--- config.mk ---
export PLATFORM = sky130hd
export DESIGN_NAME = smc_sleep_ctrl
export DESIGN_NICKNAME = d
export VERILOG_FILES = /design/src/core/smc_pkg.sv /design/src/core/smc_sleep_ctrl.sv
export SDC_FILE = /design/constraint.sdc
export NUM_CORES = 1
export LEC_CHECK = 0
export BUFFER_PORTS_ARGS = -buffer_cell sky130_fd_sc_hd__buf_2
export CAP_MARGIN = 25
export CORE_ASPECT_RATIO = 0.7
export CORE_MARGIN = 4
export CORE_UTILIZATION = 38
export CTS_CLUSTER_DIAMETER = 50
export DETAILED_ROUTE_END_ITERATION = 7
export HOLD_SLACK_MARGIN = 0.06
export PLACE_DENSITY = 0.83
export REMOVE_ABC_BUFFERS = 1
export SLEW_MARGIN = 20
export SYNTH_ARGS = -nofsm -noshare
export SYNTH_HDL_FRONTEND = slang
export SYNTH_SLANG_ARGS = --single-unit
--- constraint.sdc ---
create_clock -name core_clk -period 0.8 [get_ports core_clk]
set_input_delay 0.04 -clock core_clk [delete_from_list [all_inputs] [get_ports core_clk]]
set_output_delay 0.04 -clock core_clk [all_outputs]
set_load 0.03 [all_outputs]
--- src/core/smc_pkg.sv ---
// Constants and types shared by the sleep mode controller
package smc_pkg;
    // Sleep level field encoding
    localparam logic [1:0] LEVEL_IDLE    = 2'h2;
    localparam logic [1:0] LEVEL_STANDBY = 2'h3;
    localparam int         LEVEL_W       = 2;
    // Regulator select field encoding for standby
    localparam logic [1:0] REG_AUTO      = 2'h0;
    localparam logic [1:0] REG_MAIN      = 2'h1;
    localparam logic [1:0] REG_LOWPWR    = 2'h2;
    localparam int         REG_W         = 2;
    // Default clock, oscillator and peripheral counts
    localparam int         NUM_OSC       = 4;
    localparam int         NUM_GENERIC_CLOCK_UNIT      = 8;
    localparam int         NUM_PERIPH    = 8;
    // Wake restore settle time before the core may resume
    localparam int         CLK_PERIOD_NS = 10;
    localparam int         SETTLE_NS     = 40;
    localparam int         SETTLE_CYC    = (SETTLE_NS + CLK_PERIOD_NS - 1) / CLK_PERIOD_NS;
    localparam int         CNT_W         = 4;

    typedef enum logic [1:0] {
        SMC_ACTIVE,
        SMC_IDLE,
        SMC_STANDBY,
        SMC_WAKE
    } smc_state_type;
endpackage

--- src/core/smc_sleep_ctrl.sv ---
// Sleep mode controller: entry, clock gating, regulator and RAM bias, wake
`timescale 1ns/1ps
module smc_sleep_ctrl #(
    parameter int NUM_OSC    = smc_pkg::NUM_OSC,
    parameter int NUM_GENERIC_CLOCK_UNIT   = smc_pkg::NUM_GENERIC_CLOCK_UNIT,
    parameter int NUM_PERIPH = smc_pkg::NUM_PERIPH
) (
    input  wire logic                    core_clk,
    input  wire logic                    rst_n,
    input  wire logic                    wait_for_interrupt_instr,
    input  wire logic                    handler_return,
    input  wire logic                    sleep_after_handler_bit,
    input  wire logic [1:0]              sleep_level_field,
    input  wire logic [1:0]              regulator_select_field,
    input  wire logic                    ram_back_bias_bit,
    input  wire logic                    async_irq,
    input  wire logic [NUM_PERIPH-1:0]   sync_irq,
    input  wire logic [NUM_PERIPH-1:0]   periph_run_in_standby,
    input  wire logic                    sleepwalk_req,
    input  wire logic [NUM_GENERIC_CLOCK_UNIT-1:0]     generic_clock_unit_request,
    input  wire logic [NUM_OSC-1:0]      osc_request,
    input  wire logic [NUM_OSC-1:0]      clock_on_request_bit,
    input  wire logic [NUM_OSC-1:0]      keep_running_low_power_bit,
    input  wire logic                    high_speed_bus_clock_mask,
    input  wire logic                    peripheral_bus_clock_mask,
    output logic                         cpu_clk_en,
    output logic                         ahb_clk_en,
    output logic                         apb_clk_en,
    output logic                         generic_clock_unit_ctrl_clk_en,
    output logic [NUM_GENERIC_CLOCK_UNIT-1:0]          generic_clock_unit_en,
    output logic [NUM_OSC-1:0]           osc_en,
    output logic                         periph_halt,
    output logic                         low_power_regulator,
    output logic                         ram_low_power,
    output logic                         core_resume,
    output logic [1:0]                   sleep_state
);
    // Reset release sync; the controller itself has no disable
    logic rst_meta_reg;
    logic rst_sync_reg;
    always_ff @(posedge core_clk or negedge rst_n) begin
        if (!rst_n) begin
            rst_meta_reg <= 1'b0;
            rst_sync_reg <= 1'b0;
        end else begin
            rst_meta_reg <= 1'b1;
            rst_sync_reg <= rst_meta_reg;
        end
    end

    // Sequencer state, settle counter and registered outputs
    smc_pkg::smc_state_type    state_reg,  state_next;
    logic [smc_pkg::CNT_W-1:0] cnt_reg,    cnt_next;
    logic                      cpu_reg,    cpu_next;
    logic                      ahb_reg,    ahb_next;
    logic                      apb_reg,    apb_next;
    logic                      gctl_reg,   gctl_next;
    logic                      halt_reg,   halt_next;
    logic                      lpreg_reg,  lpreg_next;
    logic                      ram_reg,    ram_next;
    logic                      resume_reg, resume_next;
    logic [NUM_GENERIC_CLOCK_UNIT-1:0]       generic_clock_unit_reg,   generic_clock_unit_next;
    logic [NUM_OSC-1:0]        osc_reg,    osc_next;
    logic                      sleep_req;
    logic                      sync_wake_idle;
    logic                      sync_wake_stby;

    // Sleep entry request, direct or on handler return
    assign sleep_req = wait_for_interrupt_instr
                     | (handler_return & sleep_after_handler_bit);
    assign sync_wake_idle = |sync_irq;
    // Only peripherals kept running may wake standby synchronously; async_irq wakes it regardless
    assign sync_wake_stby = |(sync_irq & periph_run_in_standby);

    // Oscillator run policy shared by both sleep levels
    function automatic logic [NUM_OSC-1:0] osc_policy(
        input logic               deep,
        input logic [NUM_OSC-1:0] on_req,
        input logic [NUM_OSC-1:0] req,
        input logic [NUM_OSC-1:0] keep_run
    );
        // On-demand oscillators only ever follow their request
        if (deep)
            return req | (~on_req & keep_run);
        return ~on_req | req;
    endfunction

    // State and output next values
    always_comb begin
        state_next  = state_reg;
        cnt_next    = cnt_reg;
        resume_next = 1'b0;
        unique case (state_reg)
            smc_pkg::SMC_ACTIVE: begin
                if (sleep_req) begin
                    // Handler return without a sleep instruction idles; unknown level codes idle too
                    if (wait_for_interrupt_instr
                        && sleep_level_field == smc_pkg::LEVEL_STANDBY)
                        state_next = smc_pkg::SMC_STANDBY;
                    else
                        state_next = smc_pkg::SMC_IDLE;
                end
            end
            smc_pkg::SMC_IDLE: begin
                if (async_irq || sync_wake_idle) begin
                    state_next = smc_pkg::SMC_WAKE;
                    cnt_next   = '0;
                end
            end
            smc_pkg::SMC_STANDBY: begin
                if (async_irq || sync_wake_stby) begin
                    state_next = smc_pkg::SMC_WAKE;
                    cnt_next   = '0;
                end
            end
            smc_pkg::SMC_WAKE: begin
                // Hold the core until clocks and supply have settled
                if (cnt_reg == smc_pkg::CNT_W'(smc_pkg::SETTLE_CYC - 1)) begin
                    state_next  = smc_pkg::SMC_ACTIVE;
                    resume_next = 1'b1;
                end else begin
                    cnt_next = cnt_reg + 1'b1;
                end
            end
        endcase

        // Gating follows the next state so outputs change with it
        cpu_next   = 1'b1;
        ahb_next   = 1'b1;
        apb_next   = 1'b1;
        gctl_next  = 1'b1;
        halt_next  = 1'b0;
        lpreg_next = 1'b0;
        ram_next   = 1'b0;
        generic_clock_unit_next  = '1;
        osc_next   = '1;
        unique case (state_next)
            smc_pkg::SMC_IDLE: begin
                cpu_next  = 1'b0;
                ahb_next  = sleepwalk_req;
                apb_next  = sleepwalk_req;
                gctl_next = 1'b1;
                halt_next = 1'b1;
                generic_clock_unit_next = generic_clock_unit_request;
                // Free-running oscillators keep going in idle
                osc_next  = osc_policy(1'b0, clock_on_request_bit,
                                       osc_request, keep_running_low_power_bit);
                lpreg_next = 1'b0;
                ram_next  = 1'b0;
            end
            smc_pkg::SMC_STANDBY: begin
                cpu_next  = 1'b0;
                ahb_next  = sleepwalk_req;
                apb_next  = sleepwalk_req;
                gctl_next = 1'b0;
                halt_next = 1'b1;
                generic_clock_unit_next = sleepwalk_req ? generic_clock_unit_request : '0;
                osc_next  = osc_policy(1'b1, clock_on_request_bit,
                                       osc_request, keep_running_low_power_bit);
                lpreg_next = (regulator_select_field != smc_pkg::REG_MAIN);
                ram_next  = ram_back_bias_bit;
            end
            smc_pkg::SMC_ACTIVE, smc_pkg::SMC_WAKE: begin
                // Active and wake: bus masks rule, full supply
                ahb_next  = high_speed_bus_clock_mask;
                apb_next  = peripheral_bus_clock_mask;
            end
        endcase
    end

    // Registered state and outputs; reset only restarts the sequence
    always_ff @(posedge core_clk or negedge rst_sync_reg) begin
        if (!rst_sync_reg) begin
            state_reg  <= smc_pkg::SMC_ACTIVE;
            cnt_reg    <= '0;
            cpu_reg    <= 1'b1;
            ahb_reg    <= 1'b1;
            apb_reg    <= 1'b1;
            gctl_reg   <= 1'b1;
            halt_reg   <= 1'b0;
            lpreg_reg  <= 1'b0;
            ram_reg    <= 1'b0;
            resume_reg <= 1'b0;
            generic_clock_unit_reg   <= '1;
            osc_reg    <= '1;
        end else begin
            state_reg  <= state_next;
            cnt_reg    <= cnt_next;
            cpu_reg    <= cpu_next;
            ahb_reg    <= ahb_next;
            apb_reg    <= apb_next;
            gctl_reg   <= gctl_next;
            halt_reg   <= halt_next;
            lpreg_reg  <= lpreg_next;
            ram_reg    <= ram_next;
            resume_reg <= resume_next;
            generic_clock_unit_reg   <= generic_clock_unit_next;
            osc_reg    <= osc_next;
        end
    end

    assign cpu_clk_en          = cpu_reg;
    assign ahb_clk_en          = ahb_reg;
    assign apb_clk_en          = apb_reg;
    assign generic_clock_unit_ctrl_clk_en    = gctl_reg;
    assign generic_clock_unit_en             = generic_clock_unit_reg;
    assign osc_en              = osc_reg;
    assign periph_halt         = halt_reg;
    assign low_power_regulator = lpreg_reg;
    assign ram_low_power       = ram_reg;
    assign core_resume         = resume_reg;
    assign sleep_state         = state_reg;
endmodule

Word level (Yosys, flattened, before mapping):

Index checks and enable logic that the tools add are counted.

* flip-flop bits (word level): 28
* input port bits: 50
* output and inout port bits: 22

* add/sub/neg operators: 1
* eq/ne operators: 12
* multiplexer cells: 24
* bitwise operators: 7
* reduce and logical (&&, ||, !) cells: 11

Operators with widths (count)
* $mux W4: 4
* $pmux W8 S2: 1
* $reduce_or A8 Y1: 2
* $pmux W4 S3: 1
* $eq A2 B2 Y1 const B: 5
* $mux W2: 5
* $and A8 B8 Y8: 1
* $mux W1: 8
* $mux W8: 1
* $or A4 B4 Y4: 2
* $pmux W2 S4: 1
* $pmux W4 S2: 1
* $ne A2 B2 Y1 const B: 3
* $add A4 B1 Y4 const B: 1
* $and A4 B4 Y4: 1
* $eq A2 B1 Y1 const B: 2
* $eq A4 B2 Y1 const B: 1
* $logic_not A2 Y1: 2
* $not A4 Y4: 1
* $pmux W1 S2: 2
* $reduce_and A4 Y1: 1
* $reduce_or A2 Y1: 2
* $reduce_bool A3 Y1: 1
* $logic_or A1 B1 Y1: 2
* other kinds (4): 4

Depth between registers and ports, before layout:

* depth after elaboration: 9
* mapped depth: 10
* mapped depth without buffers: 10

Least setup slack after synthesis:

Ideal clock, no wire load.

* path type: register to register
* start point: reg state_reg[1] (netlist: sleep_state[1])
* end point: reg generic_clock_unit_reg[0] (netlist: generic_clock_unit_en[0])
* setup time: 0.082 ns
* data arrival time: 2.290 ns
* data required time: 0.718 ns
* setup slack: -1.572 ns
* cell stages (with the launch flop): 11
* path buffers: 1
* period minus slack after synthesis: 2.372 ns
* cell sequence: dfrtp_1 > buf_6 > or4_4 > nor4_4 > nor3_2 > a41oi_1 > inv_1 > ha_1 > a21o_1 > nand2_1 > nand2_1

* cells in the longest elaborated chain, start to end: 4

Ends and longest elaborated chain
* start, declared: line smc_sleep_ctrl.sv:52 `smc_pkg::smc_state_type state_reg, state_next;`
* start signal, assigned: line smc_sleep_ctrl.sv:174 `state_reg <= smc_pkg::SMC_ACTIVE;`
* start signal, assigned: line smc_sleep_ctrl.sv:187 `state_reg <= state_next;`
* $eq A2 B2 Y1 (tied with other cells): line smc_sleep_ctrl.sv:93 `unique case (state_reg)`
* $pmux W2 S4 *: line smc_sleep_ctrl.sv:93
* via state_next[1]: line smc_sleep_ctrl.sv:52
* $eq A2 B2 Y1 or $eq A2 B1 Y1 (tied branches): line smc_sleep_ctrl.sv:137 `unique case (state_next)`
* $pmux W8 S2 *: line smc_sleep_ctrl.sv:137
* via generic_clock_unit_next[0]: line smc_sleep_ctrl.sv:62 `logic [NUM_GENERIC_CLOCK_UNIT-1:0] generic_clock_unit_reg, generic_clock_unit_next;`
* end signal, assigned: line smc_sleep_ctrl.sv:197 `generic_clock_unit_reg <= generic_clock_unit_next;`
* end, declared: line smc_sleep_ctrl.sv:62

Mark *: on every way through the listed nets, which the timed path passes. The rest lies on a longest branch.
A chain may end at the register's enable or synchronous reset.

Final worst setup path:

* start point: reg state_reg[1] (netlist: sleep_state[1])
* end point: reg generic_clock_unit_reg[1] (netlist: generic_clock_unit_en[1])

* cells in the longest elaborated chain, start to end: 4

Ends and longest elaborated chain (line)
* $eq A2 B2 Y1 (tied with other cells): smc_sleep_ctrl.sv:93
* $pmux W2 S4 *: smc_sleep_ctrl.sv:93
* $eq A2 B2 Y1 or $eq A2 B1 Y1 (tied branches): smc_sleep_ctrl.sv:137
* $pmux W8 S2 *: smc_sleep_ctrl.sv:137
* via generic_clock_unit_next[1]: smc_sleep_ctrl.sv:62

Marks and branches as above.

==> reports/qor.yml <==
outcome:
  status: "finished with violations"
  failed_checks: "negative setup slack"
finish:
  nNetsFinal: 297
  largest_reg_flops: 8
  drive_above_1_share: 0.678
  n_antenna_cell: 0
  area_delta_synth_final_pct: 108
synth:
  yosysTopAreaCell: "dfstp_2"
  netlist_instances: 110
  synth_area_leaders: "dfstp_2 (34%), dfrtp_1 (25%), nand2_1 (7.4%), ha_1 (4.1%), nor2_1 (3.4%)"
  yosysUniqueCellTypes: 33
  syn_avg_cell_area_um2: 11.1
  synth-seq-cells: 28
  yosysTopAreaCellShare: 0.344
  syn_area_um2: 1220
  seq_area_frac_synth: 0.590
  yosysWarnings: 0
drt:
  ant_nets: 0
  drtIter0Drc: 114
  drt-vias-per-instance: 5.35
  dr.pass1.iters: 4
  vias: 1486
  drc: 0
  wl_per_cell_um: 19.2
  finalWirelength_um: 5340
global_routing:
  grt_util_all_layers: 0.214
  grt_pass1_vias: 1483
  grt.met3_usage: 0.0688
  antenna_found_initial: 0
  grt_pass1_wl_um: 6960
  grt_max_degree: 27
  gr-max-usage-layer: "met2"
  grt_use_met1: 0.254
  met2_usage: 0.352
  overflow: 0
floorplan:
  start_util: 0.415
  dieArea_um2: 4200
  num_rows: 16
  die_y_um: 55.5
  ios: 72
  die-width_um: 75.8
  core-area_um2: 2940
min_path:
  hp-class: "input pin to async pin"
critical_path:
  start_kind: "register"
  r2r.worst_path.cells: 9
  cp-end-kind: "register"
  required_ns: 1.02
  arrival_ns: 2.31
  crit_fanout: 6
  critPathKind: "register to register"
cts:
  cts_buffer_depth: 2
  clk_pin_slew_ns: 0.09
  cts_root_buf: "clkbuf_8"
  cts_buffers: 3
  cts_tree: "built"
  cts.sinks: 28
  ctsHtreeMaxLevel: 1
  insertion_delay_ns: 0.27
sta:
  finalSetupTns_ns: -32.66
  timing.fmax_mhz: 479
  min_period_ns: 2.09
  rsz0062_at_grt: "yes"
  timing.final.crit_share: 2.61
  setup_viol: 48
  fin_worst_skew_ns: 0.00457
  final_max_slew_viol_count: 0
  layout_setup_ws_ns: -1.29
  final-hold-violation-count: 0
job:
  cap_violations: 0
power:
  total_power_uw: 9330
  max-vdd-ir-drop_mv: 1.85
  power_density_nw_per_um2: 3670
  power.leakage_uw: 0.00119
placed_design:
  place.gp.congestion: 0.799
  io_buffers: 71
  hpwl_um: 2690
-- power breakdown --
part	internal (uW)	switching, uW
sequential	2120	261
combinational	3040	3050
clock	440	410
-- metrics by stage --
stage / hold WS (ns) / worst slack, ns / util / instance area [um2] / cells
after global placement: -0.173 / -1.35 / 0.608 / 1790 / 236
after detailed placement: -0.168 / -1.46 / 0.608 / 1790 / 236
after CTS: 0.0652 / -1.31 / 0.821 / 2420 / 274
after floorplan: -0.256 / -1.52 / - / 1210 / 108
final: 0.0762 / -1.29 / 0.864 / 2540 / 278
after global routing: 0.0698 / -1.38 / 0.864 / 2540 / 278
-- layout by cell type (no fill, tap or decap), types with 2 or more instances in the layout --
| master | instances |
|---|---|
| a21oi_1 | 2 |
| a22o_1 | 2 |
| buf_12 | 2 |
| buf_2 | 49 |
| buf_4 | 24 |
| buf_6 | 27 |
| clkbuf_8 | 4 |
| dfrtp_1 | 12 |
| dfstp_2 | 16 |
| dlygate4sd3_1 | 27 |
| ha_4 | 3 |
| mux2_4 | 2 |
| nand2_1 | 12 |
| nand2_2 | 11 |
| nand3_1 | 3 |
| nor2_1 | 7 |
| nor2_4 | 3 |
| o21ai_1 | 3 |
| o21ai_2 | 2 |
-- final timing paths --
kind                                      from                        to  slack (ns)
worst max-delay path            sleep_state[1]  generic_clock_unit_en[1]       -1.29
max in group asynchronous         rst_sync_reg  generic_clock_unit_en[4]        0.36
worst min register to register    rst_sync_reg                cnt_reg[0]        0.22
worst max register to register  sleep_state[1]  generic_clock_unit_en[1]       -1.29
min in group core_clk            sleepwalk_req  generic_clock_unit_en[3]        0.19
worst min-delay path                     rst_n              rst_meta_reg        0.08
-- metal layers --
metal | up-vias | share of wire
li1 | 644 | -
met4 | 0 | 0.042
met1 | 727 | 0.37
met2 | 93 | 0.50
met3 | 22 | 0.086
met5 | - | 0
-- cell families after synthesis --
logic type,share of synthesized area
and+or+nand+nor,0.194
adders and majority gates,0.0409
other,0.00307
DFF,0.590
buffers and inverters,0.0246
muxes,0.0246
AOI/OAI and AO/OA,0.123
-- critical path: stages, from the launching register on --
cell,delay [ns]
dfrtp_1,0.40
or4_4,0.45
nor4_4,0.20
nor3_4,0.08
a41oi_2,0.20
buf_4,0.16
ha_4,0.21
clkinv_4,0.10
clkbuf_16,0.16
nand2_1,0.06
-- timing repair --
| action | 4_1_cts | 5_1_grt |
|---|---|---|
| gates cloned | 0 | 1 |
| pin swaps | 23 | 18 |
| hold buffers | 27 | 0 |
| gates resized for setup | 78 | 25 |
| setup endpoints to repair | 48 | 48 |
| setup buffers | 9 | 6 |
| endpoints found under the hold margin | 18 | 0 |
-- synth_stat cells, drive strengths merged --
cell type   n
a21oi       3
a21o        2
a221oi      1
clkbuf      1
o221ai      1
and3        2
o22a        1
a222oi      1
nor3        2
nand3       3
o21ai       6
nor3b       2
a22o        2
dfstp      16
a41oi       1
nor2       11
inv         3
or4         2
a31oi       1
ha          4
buf         1
conb        1
dfrtp      12
clkinv      1
nand2      24
a21boi      2
nor4        1
mux2        2
and2        1
-- layout make-up --
cell class	instances	area (um2)
timing repair buffer	130	1060
fill	152	399
sequential	28	721
inverter	4	25.0
multi-input combinational	76	633
tap	36	45.0
clock buffer	4	55.1
Note: power is estimated with default switching activity, not from simulation.
